[config.mk]
export PLATFORM = sky130hd
export DESIGN_NAME = sense_prot_regs
export DESIGN_NICKNAME = d
export VERILOG_FILES = /design/src/rtl/sense_prot_pkg.sv /design/src/rtl/trip_filter.sv /design/src/rtl/sense_prot_regs.sv
export VERILOG_INCLUDE_DIRS = /design/src /design/src/rtl
export SDC_FILE = /design/constraint.sdc
export NUM_CORES = 1
export LEC_CHECK = 0
export ABC_AREA = 0
export CAP_MARGIN = 10
export CORE_MARGIN = 1.5
export CORE_UTILIZATION = 52
export CTS_CLUSTER_DIAMETER = 200
export CTS_CLUSTER_SIZE = 28
export DETAILED_ROUTE_END_ITERATION = 16
export DONT_BUFFER_PORTS = 1
export PLACE_DENSITY_LB_ADDON = 0.2
export SLEW_MARGIN = 20
export SYNTH_ARGS = -nofsm -noshare
export SYNTH_HDL_FRONTEND = slang
export SYNTH_SLANG_ARGS = --single-unit
[constraint.sdc]
create_clock -name sys_clk -period 6.68 [get_ports sys_clk]
set_clock_uncertainty 0.1 [all_clocks]
set_input_delay 2.004 -clock sys_clk [delete_from_list [all_inputs] [get_ports sys_clk]]
set_output_delay 2.004 -clock sys_clk [all_outputs]
set_load 0.01 [all_outputs]
[src/rtl/sense_prot_consts.svh]
// Constants for the overcurrent protection configuration block.
`ifndef SENSE_PROT_CONSTS_SVH
`define SENSE_PROT_CONSTS_SVH

// ****************************************
// Register addresses
// ****************************************
`define ADDR_PROT_CFG 8'h1E
`define ADDR_FILT_CFG 8'h20
`define ADDR_STATUS   8'h21
`define ADDR_CLEAR    8'h22
`define ADDR_IRQ_EN   8'h23
`define ADDR_LIVE     8'h24

// ****************************************
// Reset values
// ****************************************
`define RST_PROT_CFG 16'h0833
`define RST_FILT_CFG 7'h07
`define RST_IRQ_EN   3'h0

// ****************************************
// Field positions in status, clear and enable registers
// ****************************************
`define STAT_FAULT_BIT 0
`define STAT_POS_BIT   1
`define STAT_NEG_BIT   2

// ****************************************
// Timing and counts
// ****************************************
`define CLK_PERIOD_NS 10
`define FILT_T0_NS    0
`define FILT_T1_NS    2000
`define FILT_T2_NS    4000
`define FILT_T3_NS    8000
`define FILT_T0_CYC   (`FILT_T0_NS / `CLK_PERIOD_NS)
`define FILT_T1_CYC   (`FILT_T1_NS / `CLK_PERIOD_NS)
`define FILT_T2_CYC   (`FILT_T2_NS / `CLK_PERIOD_NS)
`define FILT_T3_CYC   (`FILT_T3_NS / `CLK_PERIOD_NS)
`define FILT_CNT_W    10
`define TRIG_CNT_A    8
`define TRIG_CNT_B    16

`endif

[src/rtl/sense_prot_pkg.sv]
// Types shared by the overcurrent protection configuration block.
`default_nettype none
`include "sense_prot_consts.svh"

package sense_prot_pkg;

    // Auto-zero operating modes.
    typedef enum logic [1:0] {
        AZ_INT_SYNC    = 2'b00,
        AZ_OFF         = 2'b01,
        AZ_EXT_SYNC    = 2'b10,
        AZ_EXT_CP_GATE = 2'b11
    } auto_zero_t;

    // Fault trigger policies.
    typedef enum logic [1:0] {
        TRIG_8    = 2'b00,
        TRIG_16   = 2'b01,
        TRIG_ALL  = 2'b10,
        TRIG_NONE = 2'b11
    } trigger_t;

    // Fault reporting states.
    typedef enum logic [1:0] {
        FLT_IDLE   = 2'b00,
        FLT_ACTIVE = 2'b01,
        FLT_HELD   = 2'b10
    } fault_state_t;

    // Protection configuration register layout, MSB first.
    typedef struct packed {
        auto_zero_t auto_zero_select;
        logic       negative_protection_disable;
        logic       reference_source_select;
        logic       truncation_disable;
        logic       brake_on_overcurrent;
        logic       rdson_sensing;
        logic       overcurrent_fault_hold;
        logic [3:0] negative_trip_level;
        logic [3:0] positive_trip_level;
    } prot_cfg_t;

    // Filter and trigger register layout, MSB first.
    typedef struct packed {
        trigger_t   overcurrent_trigger_count;
        logic [1:0] overcurrent_filter_time;
        logic [2:0] phase_enable;
    } filt_cfg_t;

    // Comparator trip inputs, one bit per phase.
    typedef struct packed {
        logic [2:0] pos;
        logic [2:0] neg;
    } trip_t;

    // Drive stage control outputs.
    typedef struct packed {
        logic fault;
        logic truncate;
        logic brake;
    } drive_ctrl_t;

    // Whole state of the top module.
    typedef struct packed {
        prot_cfg_t    cfg;
        filt_cfg_t    fcfg;
        logic [2:0]   irq_en;
        logic [2:0]   status;
        trip_t        sync1;
        trip_t        sync2;
        logic         pos_prev;
        logic         neg_prev;
        logic         evt_prev;
        logic [4:0]   trig_cnt;
        fault_state_t fst;
        drive_ctrl_t  drive;
        logic [15:0]  rdata;
        logic         irq;
        logic [8:0]   pos_mv;
        logic [8:0]   neg_mv;
        logic         gl_only;
    } top_state_t;

    // Threshold magnitude in millivolts for a trip level code.
    function automatic logic [8:0] trip_mv(input logic [3:0] code);
        case (code)
            4'h0:    trip_mv = 9'd300;
            4'h1:    trip_mv = 9'd250;
            4'h2:    trip_mv = 9'd225;
            4'h3:    trip_mv = 9'd200;
            4'h4:    trip_mv = 9'd175;
            4'h5:    trip_mv = 9'd150;
            4'h6:    trip_mv = 9'd125;
            4'h7:    trip_mv = 9'd100;
            4'h8:    trip_mv = 9'd90;
            4'h9:    trip_mv = 9'd80;
            4'hA:    trip_mv = 9'd70;
            4'hB:    trip_mv = 9'd60;
            4'hC:    trip_mv = 9'd50;
            4'hD:    trip_mv = 9'd40;
            4'hE:    trip_mv = 9'd30;
            default: trip_mv = 9'd20;
        endcase
    endfunction

    localparam prot_cfg_t RST_CFG  = prot_cfg_t'(`RST_PROT_CFG);
    localparam filt_cfg_t RST_FCFG = filt_cfg_t'(`RST_FILT_CFG);

    // Reset image of the top state.
    localparam top_state_t TOP_RESET = '{
        cfg:      RST_CFG,
        fcfg:     RST_FCFG,
        irq_en:   `RST_IRQ_EN,
        status:   3'h0,
        sync1:    6'h00,
        sync2:    6'h00,
        pos_prev: 1'b0,
        neg_prev: 1'b0,
        evt_prev: 1'b0,
        trig_cnt: 5'h00,
        fst:      FLT_IDLE,
        drive:    3'h0,
        rdata:    16'h0000,
        irq:      1'b0,
        pos_mv:   trip_mv(RST_CFG.positive_trip_level),
        neg_mv:   trip_mv(RST_CFG.negative_trip_level),
        gl_only:  RST_CFG.rdson_sensing
    };

endpackage

`default_nettype wire

[src/rtl/trip_filter.sv]
// Glitch filter that passes a level once it has stood for a set number of cycles.
`default_nettype none
`include "sense_prot_consts.svh"

module trip_filter #(
    parameter int CNT_W = `FILT_CNT_W
) (
    input  wire logic             sys_clk,
    input  wire logic             sys_rst,
    input  wire logic             level_in,
    input  wire logic             bypass,
    input  wire logic [CNT_W-1:0] hold_cycles,
    output logic                  level_out
);

    typedef struct packed {
        logic [CNT_W-1:0] cnt;
        logic             out;
    } filt_state_t;

    filt_state_t st_r;
    filt_state_t st_nxt;

    // The longest hold time must fit the counter.
    if (CNT_W < `FILT_CNT_W) begin : g_bad_width
        $error("trip_filter counter too narrow for the longest filter time.");
    end

    // Count while the level stands; a drop restarts the wait.
    always_comb begin
        st_nxt = st_r;
        if (bypass || hold_cycles == '0) begin
            st_nxt.cnt = '0;
            st_nxt.out = level_in;
        end else if (!level_in) begin
            st_nxt.cnt = '0;
            st_nxt.out = 1'b0;
        end else if (st_r.cnt >= hold_cycles) begin
            st_nxt.out = 1'b1;
        end else begin
            st_nxt.cnt = st_r.cnt + 1'b1;
            st_nxt.out = 1'b0;
        end
    end

    // State register.
    always_ff @(posedge sys_clk or posedge sys_rst) begin
        if (sys_rst) begin
            st_r <= '0;
        end else begin
            st_r <= st_nxt;
        end
    end

    assign level_out = st_r.out;

endmodule // trip_filter

`default_nettype wire

[src/rtl/sense_prot_regs.sv]
// Overcurrent protection configuration registers and fault control for three phases.
//
// Function
// - Positive trip level code in bits 3:0, 300 mV down to 20 mV.
// - Negative trip level code in bits 7:4, -300 mV up to -20 mV.
// - Bit 8 selects unlatched or latched overcurrent fault.
// - Bit 9 selects shunt or on-resistance sensing; latter forces low-side-gate timing.
// - Bit 10 brakes the motor on fault and forces the fault latched.
// - Bit 11 clear truncates PWM on overcurrent; set suppresses truncation.
// - Bit 13 removes negative protection: no truncation and no fault from it.
// - Bits 15:14 choose auto-zero sync mode and charge pump clock gating.
// - Register at address 1E, sixteen bits, resets to 0833 hex.
// - Glitch filter is bypassed while truncation is enabled.
// - Fault after 8 events, 16 events, every event, or never.
//
// The strobed register port was decided locally.
`default_nettype none
`include "sense_prot_consts.svh"

module sense_prot_regs
    import sense_prot_pkg::*;
#(
    parameter int FILT_W = `FILT_CNT_W
) (
    input  wire logic                         sys_clk,
    input  wire logic                         sys_rst,
    input  wire logic [7:0]                   reg_addr,
    input  wire logic [15:0]                  reg_wdata,
    input  wire logic                         reg_wr,
    input  wire logic                         reg_rd,
    output logic [15:0]                       reg_rdata,
    input  wire sense_prot_pkg::trip_t        trip_in,
    output sense_prot_pkg::drive_ctrl_t       drive_out,
    output logic [8:0]                        pos_trip_mv,
    output logic [8:0]                        neg_trip_mv,
    output logic                              low_side_gate_only,
    output logic                              sense_rdson,
    output sense_prot_pkg::auto_zero_t        auto_zero_mode,
    output logic                              cp_clk_gate,
    output logic                              reference_external,
    output logic                              irq
);

    import sense_prot_pkg::*;

    // ****************************************
    // Elaboration checks
    // ****************************************

    if (FILT_W < `FILT_CNT_W) begin : g_bad_width
        $error("sense_prot_regs filter counter too narrow.");
    end

    // ****************************************
    // State and helpers
    // ****************************************

    top_state_t        st_r;
    top_state_t        st_nxt;
    logic [2:0]        filt_out;
    logic [2:0]        pos_q;
    logic [2:0]        neg_q;
    logic [FILT_W-1:0] hold_cycles;
    logic              filt_bypass;

    // Hold time in cycles for a filter time code.
    function automatic logic [FILT_W-1:0] filter_cycles(input logic [1:0] code);
        case (code)
            2'h0:    filter_cycles = FILT_W'(`FILT_T0_CYC);
            2'h1:    filter_cycles = FILT_W'(`FILT_T1_CYC);
            2'h2:    filter_cycles = FILT_W'(`FILT_T2_CYC);
            default: filter_cycles = FILT_W'(`FILT_T3_CYC);
        endcase
    endfunction

    // Trips after synchronising, gated by phase enable and negative disable.
    assign pos_q = st_r.sync2.pos & st_r.fcfg.phase_enable;
    assign neg_q = st_r.sync2.neg & st_r.fcfg.phase_enable
                 & {3{~st_r.cfg.negative_protection_disable}};

    // Filter stands aside while truncation is active.
    assign filt_bypass = ~st_r.cfg.truncation_disable;
    assign hold_cycles = filter_cycles(st_r.fcfg.overcurrent_filter_time);

    // ****************************************
    // Per-phase glitch filters
    // ****************************************

    // One filter per phase, all fed the same hold time.
    for (genvar i = 0; i < 3; i++) begin : g_phase
        trip_filter #(
            .CNT_W       (FILT_W)
        ) u_filter (
            .sys_clk     (sys_clk),
            .sys_rst     (sys_rst),
            .level_in    (pos_q[i] | neg_q[i]),
            .bypass      (filt_bypass),
            .hold_cycles (hold_cycles),
            .level_out   (filt_out[i])
        );
    end

    // ****************************************
    // Next state
    // ****************************************

    // Bus access, event counting, fault state and outputs.
    always_comb begin
        logic       pos_rise;
        logic       neg_rise;
        logic       evt;
        logic       evt_rise;
        logic       trig_hit;
        logic       hold_fault;
        logic [2:0] clr;
        logic [2:0] set;
        pos_rise   = 1'b0;
        neg_rise   = 1'b0;
        evt        = 1'b0;
        evt_rise   = 1'b0;
        trig_hit   = 1'b0;
        hold_fault = 1'b0;
        clr        = 3'h0;
        set        = 3'h0;
        st_nxt     = st_r;

        // Two-stage synchroniser for the comparator pins.
        st_nxt.sync1 = trip_in;
        st_nxt.sync2 = st_r.sync1;

        // Register writes.
        if (reg_wr) begin
            case (reg_addr)
                `ADDR_PROT_CFG: st_nxt.cfg    = prot_cfg_t'(reg_wdata);
                `ADDR_FILT_CFG: st_nxt.fcfg   = filt_cfg_t'(reg_wdata[6:0]);
                `ADDR_IRQ_EN:   st_nxt.irq_en = reg_wdata[2:0];
                `ADDR_CLEAR:    clr           = reg_wdata[2:0];
                default:        ;
            endcase
        end

        // Qualified trip edges for the sticky status bits.
        pos_rise        = (|pos_q) & ~st_r.pos_prev;
        neg_rise        = (|neg_q) & ~st_r.neg_prev;
        st_nxt.pos_prev = |pos_q;
        st_nxt.neg_prev = |neg_q;

        // Filtered event drives fault counting, whatever truncation does.
        evt             = |filt_out;
        evt_rise        = evt & ~st_r.evt_prev;
        st_nxt.evt_prev = evt;

        // Event counting by trigger policy.
        case (st_r.fcfg.overcurrent_trigger_count)
            TRIG_8: begin
                if (evt_rise) begin
                    if (st_r.trig_cnt >= 5'(`TRIG_CNT_A - 1)) begin
                        trig_hit        = 1'b1;
                        st_nxt.trig_cnt = 5'h00;
                    end else begin
                        st_nxt.trig_cnt = st_r.trig_cnt + 5'h01;
                    end
                end
            end
            TRIG_16: begin
                if (evt_rise) begin
                    if (st_r.trig_cnt >= 5'(`TRIG_CNT_B - 1)) begin
                        trig_hit        = 1'b1;
                        st_nxt.trig_cnt = 5'h00;
                    end else begin
                        st_nxt.trig_cnt = st_r.trig_cnt + 5'h01;
                    end
                end
            end
            TRIG_ALL: begin
                trig_hit        = evt_rise;
                st_nxt.trig_cnt = 5'h00;
            end
            default: begin
                st_nxt.trig_cnt = 5'h00;
            end
        endcase

        // Brake forces the fault to hold.
        hold_fault = st_r.cfg.overcurrent_fault_hold
                   | st_r.cfg.brake_on_overcurrent;

        // Fault state: unlatched follows the event, held waits for a clear.
        case (st_r.fst)
            FLT_IDLE: begin
                if (trig_hit) begin
                    st_nxt.fst = hold_fault ? FLT_HELD : FLT_ACTIVE;
                end
            end
            FLT_ACTIVE: begin
                if (hold_fault) begin
                    st_nxt.fst = FLT_HELD;
                end else if (!evt) begin
                    st_nxt.fst = FLT_IDLE;
                end
            end
            FLT_HELD: begin
                if (clr[`STAT_FAULT_BIT] && !trig_hit) begin
                    st_nxt.fst = FLT_IDLE;
                end
            end
            default: begin
                st_nxt.fst = FLT_IDLE;
            end
        endcase

        // Sticky status; a new event beats a clear in the same cycle.
        set[`STAT_FAULT_BIT] = trig_hit;
        set[`STAT_POS_BIT]   = pos_rise;
        set[`STAT_NEG_BIT]   = neg_rise;
        st_nxt.status        = (st_r.status & ~clr) | set;
        st_nxt.irq           = |(st_nxt.status & st_nxt.irq_en);

        // Drive controls.
        st_nxt.drive.fault    = (st_nxt.fst != FLT_IDLE);
        st_nxt.drive.truncate = ~st_r.cfg.truncation_disable
                              & (|(pos_q | neg_q));
        st_nxt.drive.brake    = st_nxt.drive.fault
                              & st_r.cfg.brake_on_overcurrent;

        // Decoded configuration outputs.
        st_nxt.pos_mv  = trip_mv(st_nxt.cfg.positive_trip_level);
        st_nxt.neg_mv  = trip_mv(st_nxt.cfg.negative_trip_level);
        st_nxt.gl_only = st_nxt.cfg.rdson_sensing;

        // Read data stand for one cycle only.
        st_nxt.rdata = 16'h0000;
        if (reg_rd) begin
            case (reg_addr)
                `ADDR_PROT_CFG: st_nxt.rdata = st_r.cfg;
                `ADDR_FILT_CFG: st_nxt.rdata = {9'h000, st_r.fcfg};
                `ADDR_STATUS:   st_nxt.rdata = {13'h0000, st_r.status};
                `ADDR_IRQ_EN:   st_nxt.rdata = {13'h0000, st_r.irq_en};
                `ADDR_LIVE:     st_nxt.rdata = {11'h000, st_r.fst, st_r.drive};
                default:        st_nxt.rdata = 16'h0000;
            endcase
        end
    end

    // ****************************************
    // State register
    // ****************************************

    // All state moves on every edge; reset loads the documented image.
    always_ff @(posedge sys_clk or posedge sys_rst) begin
        if (sys_rst) begin
            st_r <= TOP_RESET;
        end else begin
            st_r <= st_nxt;
        end
    end

    // ****************************************
    // Outputs
    // ****************************************

    // Every output is a field of the state register, except cp_clk_gate, which is decoded from auto_zero_select.
    assign reg_rdata          = st_r.rdata;
    assign drive_out          = st_r.drive;
    assign pos_trip_mv        = st_r.pos_mv;
    assign neg_trip_mv        = st_r.neg_mv;
    assign low_side_gate_only = st_r.gl_only;
    assign sense_rdson        = st_r.cfg.rdson_sensing;
    assign auto_zero_mode     = st_r.cfg.auto_zero_select;
    assign cp_clk_gate        = (st_r.cfg.auto_zero_select == AZ_EXT_CP_GATE);
    assign reference_external = st_r.cfg.reference_source_select;
    assign irq                = st_r.irq;

endmodule // sense_prot_regs

`default_nettype wire

==> results of run 1 <==
cell usage in the layout, fill, tap and decap left out, types with 14 or more instances in the layout:
cell type and n:
nand3_1 15, a21oi_1 33, ha_1 45, o21ai_0 28, nand2_1 43, dfstp_2 14
or3_1 17, dfrtp_1 108, mux2i_1 18, mux2_2 23, clkbuf_16 17, inv_1 30
nor2_1 31
area by class of cell:
| class | count | area [um2] | area share, % |
|---|---|---|---|
| clock buffer | 25 | 515 | 7.38 |
| tap | 168 | 210 | 3.01 |
| multi-input combinational | 402 | 2930 | 41.9 |
| clock inverter | 7 | 113 | 1.61 |
| inverter | 34 | 133 | 1.90 |
| timing repair buffer | 3 | 22.5 | 0.322 |
| sequential | 122 | 3070 | 43.9 |
power groups by stage:
stage | Clock [mW] | Combinational [mW] | Sequential [mW]
floorplan | 0 | 0.141 | 0.810
global placement | 0 | 0.130 | 0.829
detailed placement | 0 | 0.134 | 0.830
CTS | 0.971 | 0.135 | 0.818
global route | 1.01 | 0.152 | 0.822
finish | 0.954 | 0.133 | 0.818
worst min path at each step:
stage | to | start
floorplan | st_r[49]$_DFF_PP0_ | st_nxt[49]$_DFF_PP0_
finish | st_r[52]$_DFF_PP0_ | st_nxt[52]$_DFF_PP0_
global placement | st_r[53]$_DFF_PP0_ | st_nxt[53]$_DFF_PP0_
detailed placement | st_r[52]$_DFF_PP0_ | st_nxt[52]$_DFF_PP0_
CTS | st_r[52]$_DFF_PP0_ | st_nxt[52]$_DFF_PP0_
global route | st_r[52]$_DFF_PP0_ | st_nxt[52]$_DFF_PP0_
metal layers:
| layer | up-vias | GRT usage [%] |
|---|---|---|
| li1 | 2089 | - |
| met1 | 2150 | 28.8 |
| met2 | 140 | 33.2 |
| met3 | 19 | 7.59 |
| met4 | 0 | 7.74 |
| met5 | - | 0 |
critical path, cell delays in order:
cell and delay (ns):
nand4b_1 0.27, nor4b_4 0.82, buf_4 0.37, mux2i_1 0.70, inv_1 0.19, o31a_1 0.34
through the flow:
stage | cells | util (%) | instance area [um2] | power, mW
after floorplan | 612 | - | 6490 | 0.951
after global placement | 729 | 52.5 | 6360 | 0.959
after detailed placement | 729 | 52.5 | 6360 | 0.963
after CTS | 761 | 57.7 | 6990 | 1.92
after global routing | 761 | 57.7 | 6990 | 1.98
final | 761 | 57.7 | 6990 | 1.90
flip-flops by register name (all words and copies together) (netlist names):
register / cells
auto_zero_mode: 2
drive_out: 3
g_phase.u_filter.level_out: 3
g_phase.u_filter.st_r: 30
irq: 1
low_side_gate_only: 1
neg_trip_mv: 9
pos_trip_mv: 9
reference_external: 1
reg_rdata: 16
st_nxt: 6
st_r: 41
kinds of logic after synthesis:
group,Yosys count,synth area share [%]
DFF,122,47.3
muxes,44,7.67
AOI/OAI and AO/OA,112,11.2
adders and majority gates,45,8.67
xor gates and xnor gates,6,0.809
buffers and inverters,88,7.76
and+or+nand+nor,195,16.6
==> reports/results.txt, run 1 <==
status: complete, no violations
largest net degree at the start of global routing: 78
internal power of the cells: 1.48 mW
setup violators final: 0
Clk Latency, worst-skew pair: 0.41 ns
Critical Path AT: 4.71 ns
pwr dens: 273 nW/um2
met2 WL: 6160 um
share of the clock period used by the worst path: 67.0%
setup repair after global routing missed its margin: false
total number of H-tree levels: 4
Final Worst Setup Slack: 2.20 ns
total routed wire length on the met1 layer: 5960 um
Clk network pwr share: 50.1%
number of cells upsized or downsized after cts: 0
Syn Inst Count: 612
Synth Register Bits: 122
Detailed Route WL: 13200 um
endpoint of the worst-slack reg-to-reg timing path: g_phase[0].u_filter.st_r[10]$_DFFE_PP0P_
layout cell share with drive strength beyond 1: 15.5%
antenna violations before repair: 1
nature of the critical path endpoint: flip-flop
worst setup slack for register-to-register paths: 3.46 ns
worst hold margin: 0.248 ns
DRC violations left: 0
cell taking the most area after synthesis: dfrtp_1
total number of placement rows: 40
number of stages on the worst hold path: 0
maximum clock rate: 223 MHz
minimum period implied by the final worst setup slack: 4.48 ns
Pre-Repair DR Iteration Count: 4
number of buffers inserted during clock tree synthesis: 17
FFs w/ async S/R, synth: 100%
DP HPWL: 9360 um
top cells by area, synth: dfrtp_1 (42%), ha_1 (8.7%), dfstp_2 (5.7%)
top layer reached by signal wires: met4
number of unique standard cell types used by synthesis: 68
clock transition at the registers of the reported paths: 0.05 ns
Avg Synthesized Cell Area: 10.6 um2
share of power burned in registers: 42.9%
CP Class: primary input to flip-flop
beginning of the critical path: reg_addr[5]
sum of negative setup slack: 0 ns
number of filler cells placed in the layout: 1041
worst setup path endpoint: neg_trip_mv[6]$_DFF_PP1_
violation count after the first detailed-route iteration: 261
required time at the worst-slack endpoint: 6.91 ns
CTS max path bufs: 2
die area: 13200 um2
Placeable Area: 12100 um2
Antenna Diode Count: 0
number of nets in the layout: 659
clock tree root driver cell: clkbuf_16
most frequent cell after synthesis: dfrtp_1
worst r2r path cells: 9
area share of the leading cell type in the synthesized netlist: 41.6%
GRT Overall Usage: 21.7%
average detailed-routed wire length per instance: 17.3 um
most numerous cell types in the synthesized netlist: dfrtp_1 (108), ha_1 (45), nand2_1 (43)
wire length of the first global-routing pass: 21900 um
peak fanout along the critical path: 13
Die Span X: 115 um
met3 WL post-DR: 886 um
vias in the first global route: 4376
switching component of the power: 427 uW
worst relative slew slack: 30.9%
starting density of the core: 53.6%
combinational fraction of design power: 7.0%
Worst Max-Slew Pin Slew: 1.02 ns
number of hold violations in the final report: 0
net count after synthesis: 691
Clock Sinks: 122
worst min-delay path class: flip-flop to flip-flop
Final ANT Viol Nets: 0
Synthesis Warnings: 0
CTS Hold Bufs: 0
number of vias after detailed routing: 4398
count of flip-flops with a built-in enable after synthesis: 0
fraction of the yosys area taken by sequential cells: 47.3%
leftover overflow at the end of global routing: 0
Max Cap Viol: 0
clock tree from TritonCTS: yes
cell area after synthesis: 6490 um2
drt via density: 5.78
number of ports placed on the die boundary: 78
placer's final routability congestion estimate: 0.875
Port Buffers: 0
final max-slew violation count: 0
P_leak: 3.09 nW
Worst R2R Start: st_r[70]$_DFFE_PP0P_
Worst IR Drop VDD: 0.234 mV
post-placement worst setup slack: 1.78 ns
sort of element at the start of the critical path: primary input
chip height: 115 um
share of total power consumed by net switching: 22.4%
layout overhead on the synthesized area: 7.63%
most common flop cell mapped by yosys: dfrtp_1
post-CTS setup buffer count: 0
Power figures use the tool's default switching activity.
==> run 2, diff against run 1 <==
clock period = 4.6 ns   (was 6.68 ns; I/O delays follow)
==> reports/results.txt, run 2 (synthesis results as in run 1) <==
status: complete, no violations
chip height: 115 um (unchanged)
CP Class: primary input to flip-flop
layout cell share with drive strength beyond 1: 16.3% (+0.76 points)
post-CTS setup buffer count: 0 (unchanged)
Worst IR Drop VDD: 0.321 mV (+37%)
nature of the critical path endpoint: flip-flop
total number of H-tree levels: 4 (unchanged)
worst setup slack for register-to-register paths: 1.40 ns (-2.06 ns)
GRT Overall Usage: 21.7% (about the same)
clock tree root driver cell: clkbuf_16
worst min-delay path class: flip-flop to flip-flop
number of nets in the layout: 662 (+0.46%)
Clk Latency, worst-skew pair: 0.41 ns (about the same)
minimum period implied by the final worst setup slack: 3.49 ns
sort of element at the start of the critical path: primary input
Port Buffers: 0 (unchanged)
pwr dens: 400 nW/um2 (+47%)
worst r2r path cells: 9 (unchanged)
Clock Sinks: 122 (unchanged)
violation count after the first detailed-route iteration: 246 (-5.7%)
number of filler cells placed in the layout: 1043 (+0.19%)
worst setup path endpoint: neg_trip_mv[3]$_DFF_PP1_
CTS max path bufs: 2 (unchanged)
die area: 13200 um2 (unchanged)
Worst R2R Start: st_r[70]$_DFFE_PP0P_
delay of the slowest cell on the worst path: 0.42 ns (-0.40 ns)
worst relative slew slack: 33.5% (+2.5 points)
flip-flop count of the largest register after layout: 41 (unchanged)
layer with the highest usage: met2
leftover overflow at the end of global routing: 0 (unchanged)
leading cell type in the layout, fill and taps excluded: dfrtp_1
number of vias after detailed routing: 4420 (+0.50%)
global routing met3 resource utilization: 6.75% (-0.84 points)
wire length of the first global-routing pass: 21800 um (about the same)
DRC violations left: 0 (unchanged)
FF/Latch Area: 3070 um2 (unchanged)
area occupied by multi-input gates: 2930 um2 (unchanged)
total number of placement rows: 40 (unchanged)
Worst path top cell family by delay: simple AND/OR/NAND/NOR gates
number of ports placed on the die boundary: 78 (unchanged)
CTS Hold Bufs: 0 (unchanged)
clock tree from TritonCTS: yes
Antenna Diode Count: 0 (unchanged)
final max-slew violation count: 0 (unchanged)
total stage count of the critical path: 9 (+3)
ordered list of cells on the worst path: nand4b_1 -> nor4b_4 -> buf_4 -> mux2i_1 -> inv_1 -> ha_1 -> or2_2 -> mux2i_1 -> mux2i_1
placer's final routability congestion estimate: 0.871 (-0.51%)
largest net degree at the start of global routing: 55 (-29%)
Detailed Route WL: 13200 um (-0.14%)
area of all placed cells without fillers: 7040 um2 (+0.75%)
beginning of the critical path: reg_addr[5]
number of buffers inserted during clock tree synthesis: 17 (unchanged)
required time at the worst-slack endpoint: 4.84 ns (-2.07 ns)
DP HPWL: 9350 um (-0.15%)
average detailed-routed wire length per instance: 17.2 um (-0.53%)
Die Span X: 115 um (unchanged)
endpoint of the worst-slack reg-to-reg timing path: g_phase[0].u_filter.st_r[10]$_DFFE_PP0P_
grt met2 use: 33.0% (-0.16 points)
drt via density: 5.79 (+0.11%)
vias in the first global route: 4318 (-1.3%)
most frequent cells in the layout: dfrtp_1 (108), ha_1 (45), nand2_1 (43)
Pre-Repair DR Iteration Count: 6 (+2)
layout overhead on the synthesized area: 8.44%
Worst Max-Slew Pin Slew: 0.983 ns (-0.0372 ns)
Final ANT Viol Nets: 0 (unchanged)
number of buffer and inverter stages on the critical path: 2 (unchanged)
Max Cap Viol: 0 (unchanged)
post-placement cell area: 6400 um2 (+0.57%)
Placeable Area: 12100 um2 (unchanged)
clock transition at the registers of the reported paths: 0.05 ns (about the same)
starting density of the core: 53.6% (unchanged)
setup repair after global routing missed its margin: false
peak fanout along the critical path: 7 (-6)
sum of negative setup slack: 0 ns (unchanged)
antenna violations before repair: 0 (-1)
number of hold violations in the final report: 0 (unchanged)
dominant cell type by count on the critical path: mux2i_1
met1 track demand over resource in global routing: 29.6% (+0.80 points)
share of the clock period used by the worst path: 75.9%
maximum clock rate: 286 MHz
library cell contributing the largest single delay on the critical path: nor4b_4
setup violators final: 0 (unchanged)
Critical Path AT: 3.73 ns (-0.98 ns)
register bank with the most flops: st_r
number of cells upsized or downsized after cts: 0 (unchanged)
P_leak: 3.09 nW (about the same)
==> run 2: how the worst min path moves through the flow <==
| stage | endpoint | cells after the start | start | slack (ns) |
|---|---|---|---|---|
| final | st_r[52]$_DFF_PP0_ | 0 | st_nxt[52]$_DFF_PP0_ | 0.24 |
| after global routing | st_r[49]$_DFF_PP0_ | 0 | st_nxt[49]$_DFF_PP0_ | 0.26 |
| after CTS | st_r[49]$_DFF_PP0_ | 0 | st_nxt[49]$_DFF_PP0_ | 0.24 |
| after detailed placement | st_r[49]$_DFF_PP0_ | 0 | st_nxt[49]$_DFF_PP0_ | 0.23 |
| after global placement | st_r[51]$_DFF_PP0_ | 0 | st_nxt[51]$_DFF_PP0_ | 0.24 |
| after floorplan | st_r[49]$_DFF_PP0_ | 0 | st_nxt[49]$_DFF_PP0_ | 0.23 |
==> run 2: power by group <==
part | switching [mW] | internal [mW] | total (mW)
Combinational | 0.119 | 0.0784 | 0.198
Sequential | 0.0526 | 1.13 | 1.19
Clock | 0.498 | 0.938 | 1.44
Total | 0.670 | 2.15 | 2.82
==> run 2: stage by stage <==
stage                     hold slack, ns  total power, mW  utilization [%]  worst slack, ns  cells
after floorplan                    0.231             1.38                -            0.827    612
after global placement             0.235             1.40             52.8            0.814    732
after detailed placement           0.235             1.40             52.8            0.688    732
after CTS                          0.242             2.85             58.1             1.12    764
after global routing               0.257             2.93             58.1            0.906    764
final                              0.242             2.82             58.1             1.11    764
==> run 2: routing by layer <==
metal	vias to the layer above	wire length, um
li1	2101	-
met1	2186	6150
met2	121	6170
met3	12	710
met4	0	144
met5	-	0
==> run 2: cell type report <==
class	count	share of cell area [%]
flip-flops and latches	122	43.6
multi-input cells	402	41.5
repair buffers	6	0.817
inverters	34	1.90
well taps	168	2.99
clock buffers	19	6.43
clock inverters	13	2.72
==> run 3, diff against run 2 <==
clock period = 3.2 ns   (was 4.6 ns; I/O delays follow)
==> reports/results.txt, run 3 (synthesis results as in run 1) <==
status: complete, no violations
Final ANT Viol Nets: 0 (unchanged)
most frequent cells in the layout: dfrtp_1 (108), nand2_1 (43), ha_1 (43)
CTS max path bufs: 2 (unchanged)
clock tree from TritonCTS: yes
leading cell type in the layout, fill and taps excluded: dfrtp_1
peak fanout along the critical path: 19 (+12)
share of total power consumed by net switching: 22.8% (-0.94 points)
nature of the critical path endpoint: flip-flop
DP HPWL: 10100 um (+7.6%)
endpoint of the worst-slack reg-to-reg timing path: g_phase[2].u_filter.st_r[5]$_DFFE_PP0P_
die area: 13200 um2 (unchanged)
worst setup slack for register-to-register paths: 0.20 ns (-1.20 ns)
Worst R2R Start: st_r[70]$_DFFE_PP0P_
P_leak: 3.16 nW (+2.3%)
cell count after placement: 741 (+1.2%)
clock transition at the registers of the reported paths: 0.05 ns (about the same)
worst min-delay path class: flip-flop to flip-flop
register bank with the most flops: st_r
worst relative slew slack: 45.6% (+12 points)
share of the clock period used by the worst path: 93.7%
Clock Sinks: 122 (unchanged)
Clk network pwr share: 49.9% (-1.0 points)
Die Span X: 115 um (unchanged)
post-CTS setup buffer count: 0 (unchanged)
required time at the worst-slack endpoint: 3.46 ns (-1.38 ns)
number of buffers inserted during clock tree synthesis: 17 (unchanged)
worst r2r path cells: 9 (unchanged)
Clk Latency, worst-skew pair: 0.42 ns (about the same)
number of cells upsized or downsized after cts: 0 (unchanged)
Worst Min Path Start: st_nxt[51]$_DFF_PP0_
vias in the first global route: 4610 (+6.8%)
setup violators final: 0 (unchanged)
count of non-filler cells in the finished layout: 775 (+1.4%)
number of vias after detailed routing: 4480 (+1.4%)
number of filler cells placed in the layout: 1037 (-0.58%)
post-layout power: 4.02 mW (+42%)
layout overhead on the synthesized area: 10.2%
Worst IR Drop VDD: 0.387 mV (+21%)
CP Class: flip-flop to flip-flop
number of hold violations in the final report: 0 (unchanged)
switching component of the power: 916 uW (+37%)
FF/Latch Area: 3070 um2 (unchanged)
Port Buffers: 0 (unchanged)
leftover overflow at the end of global routing: 0 (unchanged)
number of nets in the layout: 671 (+1.4%)
final cell utilization of the core: 59.1% (+0.96 points)
drt via density: 5.78 (about the same)
sort of element at the start of the critical path: flip-flop
number of ports placed on the die boundary: 78 (unchanged)
total number of placement rows: 40 (unchanged)
share of power burned in registers: 42.6% (+0.5 points)
number of stages on the worst hold path: 0 (unchanged)
placer's final routability congestion estimate: 0.876 (+0.56%)
DRC violations left: 0 (unchanged)
combinational fraction of design power: 7.5% (+0.5 points)
Detailed Route WL: 14100 um (+6.9%)
final max-slew violation count: 0 (unchanged)
internal power of the cells: 3.10 mW (+44%)
setup repair after global routing missed its margin: false
antenna violations before repair: 2 (+2)
flip-flop count of the largest register after layout: 41 (unchanged)
Critical Path AT: 3.26 ns (-0.47 ns)
Worst Max-Slew Pin Slew: 0.815 ns (-0.168 ns)
wire length of the first global-routing pass: 23100 um (+5.6%)
minimum period implied by the final worst setup slack: 3.00 ns
GRT Overall Usage: 23.1% (+1.4 points)
largest net degree at the start of global routing: 47 (-15%)
Placeable Area: 12100 um2 (unchanged)
Max Cap Viol: 0 (unchanged)
violation count after the first detailed-route iteration: 198 (-20%)
area occupied by multi-input gates: 2960 um2 (+1.3%)
CTS Hold Bufs: 0 (unchanged)
average detailed-routed wire length per instance: 18.2 um (+5.4%)
pwr dens: 561 nW/um2 (+40%)
maximum clock rate: 333 MHz
layout cell share with drive strength beyond 1: 18.3% (+2.1 points)
starting density of the core: 53.6% (unchanged)
clock tree root driver cell: clkbuf_16
Pre-Repair DR Iteration Count: 6 (unchanged)
chip height: 115 um (unchanged)
total number of H-tree levels: 4 (unchanged)
sum of negative setup slack: 0 ns (unchanged)
worst hold endpoint: st_r[51]$_DFF_PP0_
-- run 3: cell count changes in the layout (fill, tap and decap cells not counted), sizes merged --
cell	change
clkinvlp	-6
diode	+2
buf	+9
bufinv	-1
inv	-1
clkinv	+2
clkbuf	+6
-- run 3: worst max-delay path by stage --
stage,cells past startpoint,slack (ns),to,start
final,9,0.20,g_phase[2].u_filter.st_r[5]$_DFFE_PP0P_,st_r[70]$_DFFE_PP0P_
after detailed placement,8,0.12,pos_trip_mv[4]$_DFF_PP0_,reg_addr[5]
after CTS,9,0.24,g_phase[2].u_filter.st_r[5]$_DFFE_PP0P_,st_r[70]$_DFFE_PP0P_
after global routing,10,0.05,g_phase[0].u_filter.st_r[5]$_DFFE_PP0P_,st_r[70]$_DFFE_PP0P_
after floorplan,10,-0.03,pos_trip_mv[5]$_DFF_PP0_,reg_addr[0]
after global placement,8,0.19,pos_trip_mv[3]$_DFF_PP1_,reg_addr[5]
-- run 3: routing by layer --
layer	GRT usage (%)	share of wire [%]	wire (um)
met1	29.9	46	6410
met2	36.2	47	6640
met3	6.59	5.1	724
met4	10.6	2.1	300
met5	0	0	0
-- run 3: area by class of cell --
cell class | count | share of cell area, %
inverters | 34 | 1.87
well taps | 168 | 2.94
diodes | 2 | 0.0699
repair buffers | 15 | 2.10
flip-flops and latches | 122 | 42.9
clock buffers | 25 | 7.20
clock inverters | 7 | 1.54
multi-input cells | 402 | 41.4
-- run 3: critical path: stages (launching register included) --
cell	delay [ns]
dfrtp_1	0.44
inv_1	0.09
ha_1	0.22
nor2_1	0.33
ha_1	0.33
and4_1	0.21
o311a_1	0.12
a211o_1	0.48
or4_1	0.54
nand2_1	0.08
-- run 3: metrics by stage --
step	hold slack [ns]	setup slack, ns	cell area (um2)
2_1_floorplan	0.231	-0.0348	6540
3_3_place_gp	0.234	0.189	6530
3_5_place_dp	0.243	0.121	6530
4_1_cts	0.255	0.239	7150
5_1_grt	0.262	0.0512	7160
6_report	0.250	0.200	7160
-- run 3: power by group through the flow --
stage / registers [mW] / logic (mW) / clock network (mW)
2_1_floorplan: 1.69 / 0.297 / 0
3_3_place_gp: 1.73 / 0.294 / 0
3_5_place_dp: 1.73 / 0.304 / 0
4_1_cts: 1.71 / 0.305 / 2.04
5_1_grt: 1.72 / 0.343 / 2.10
6_report: 1.71 / 0.303 / 2.00
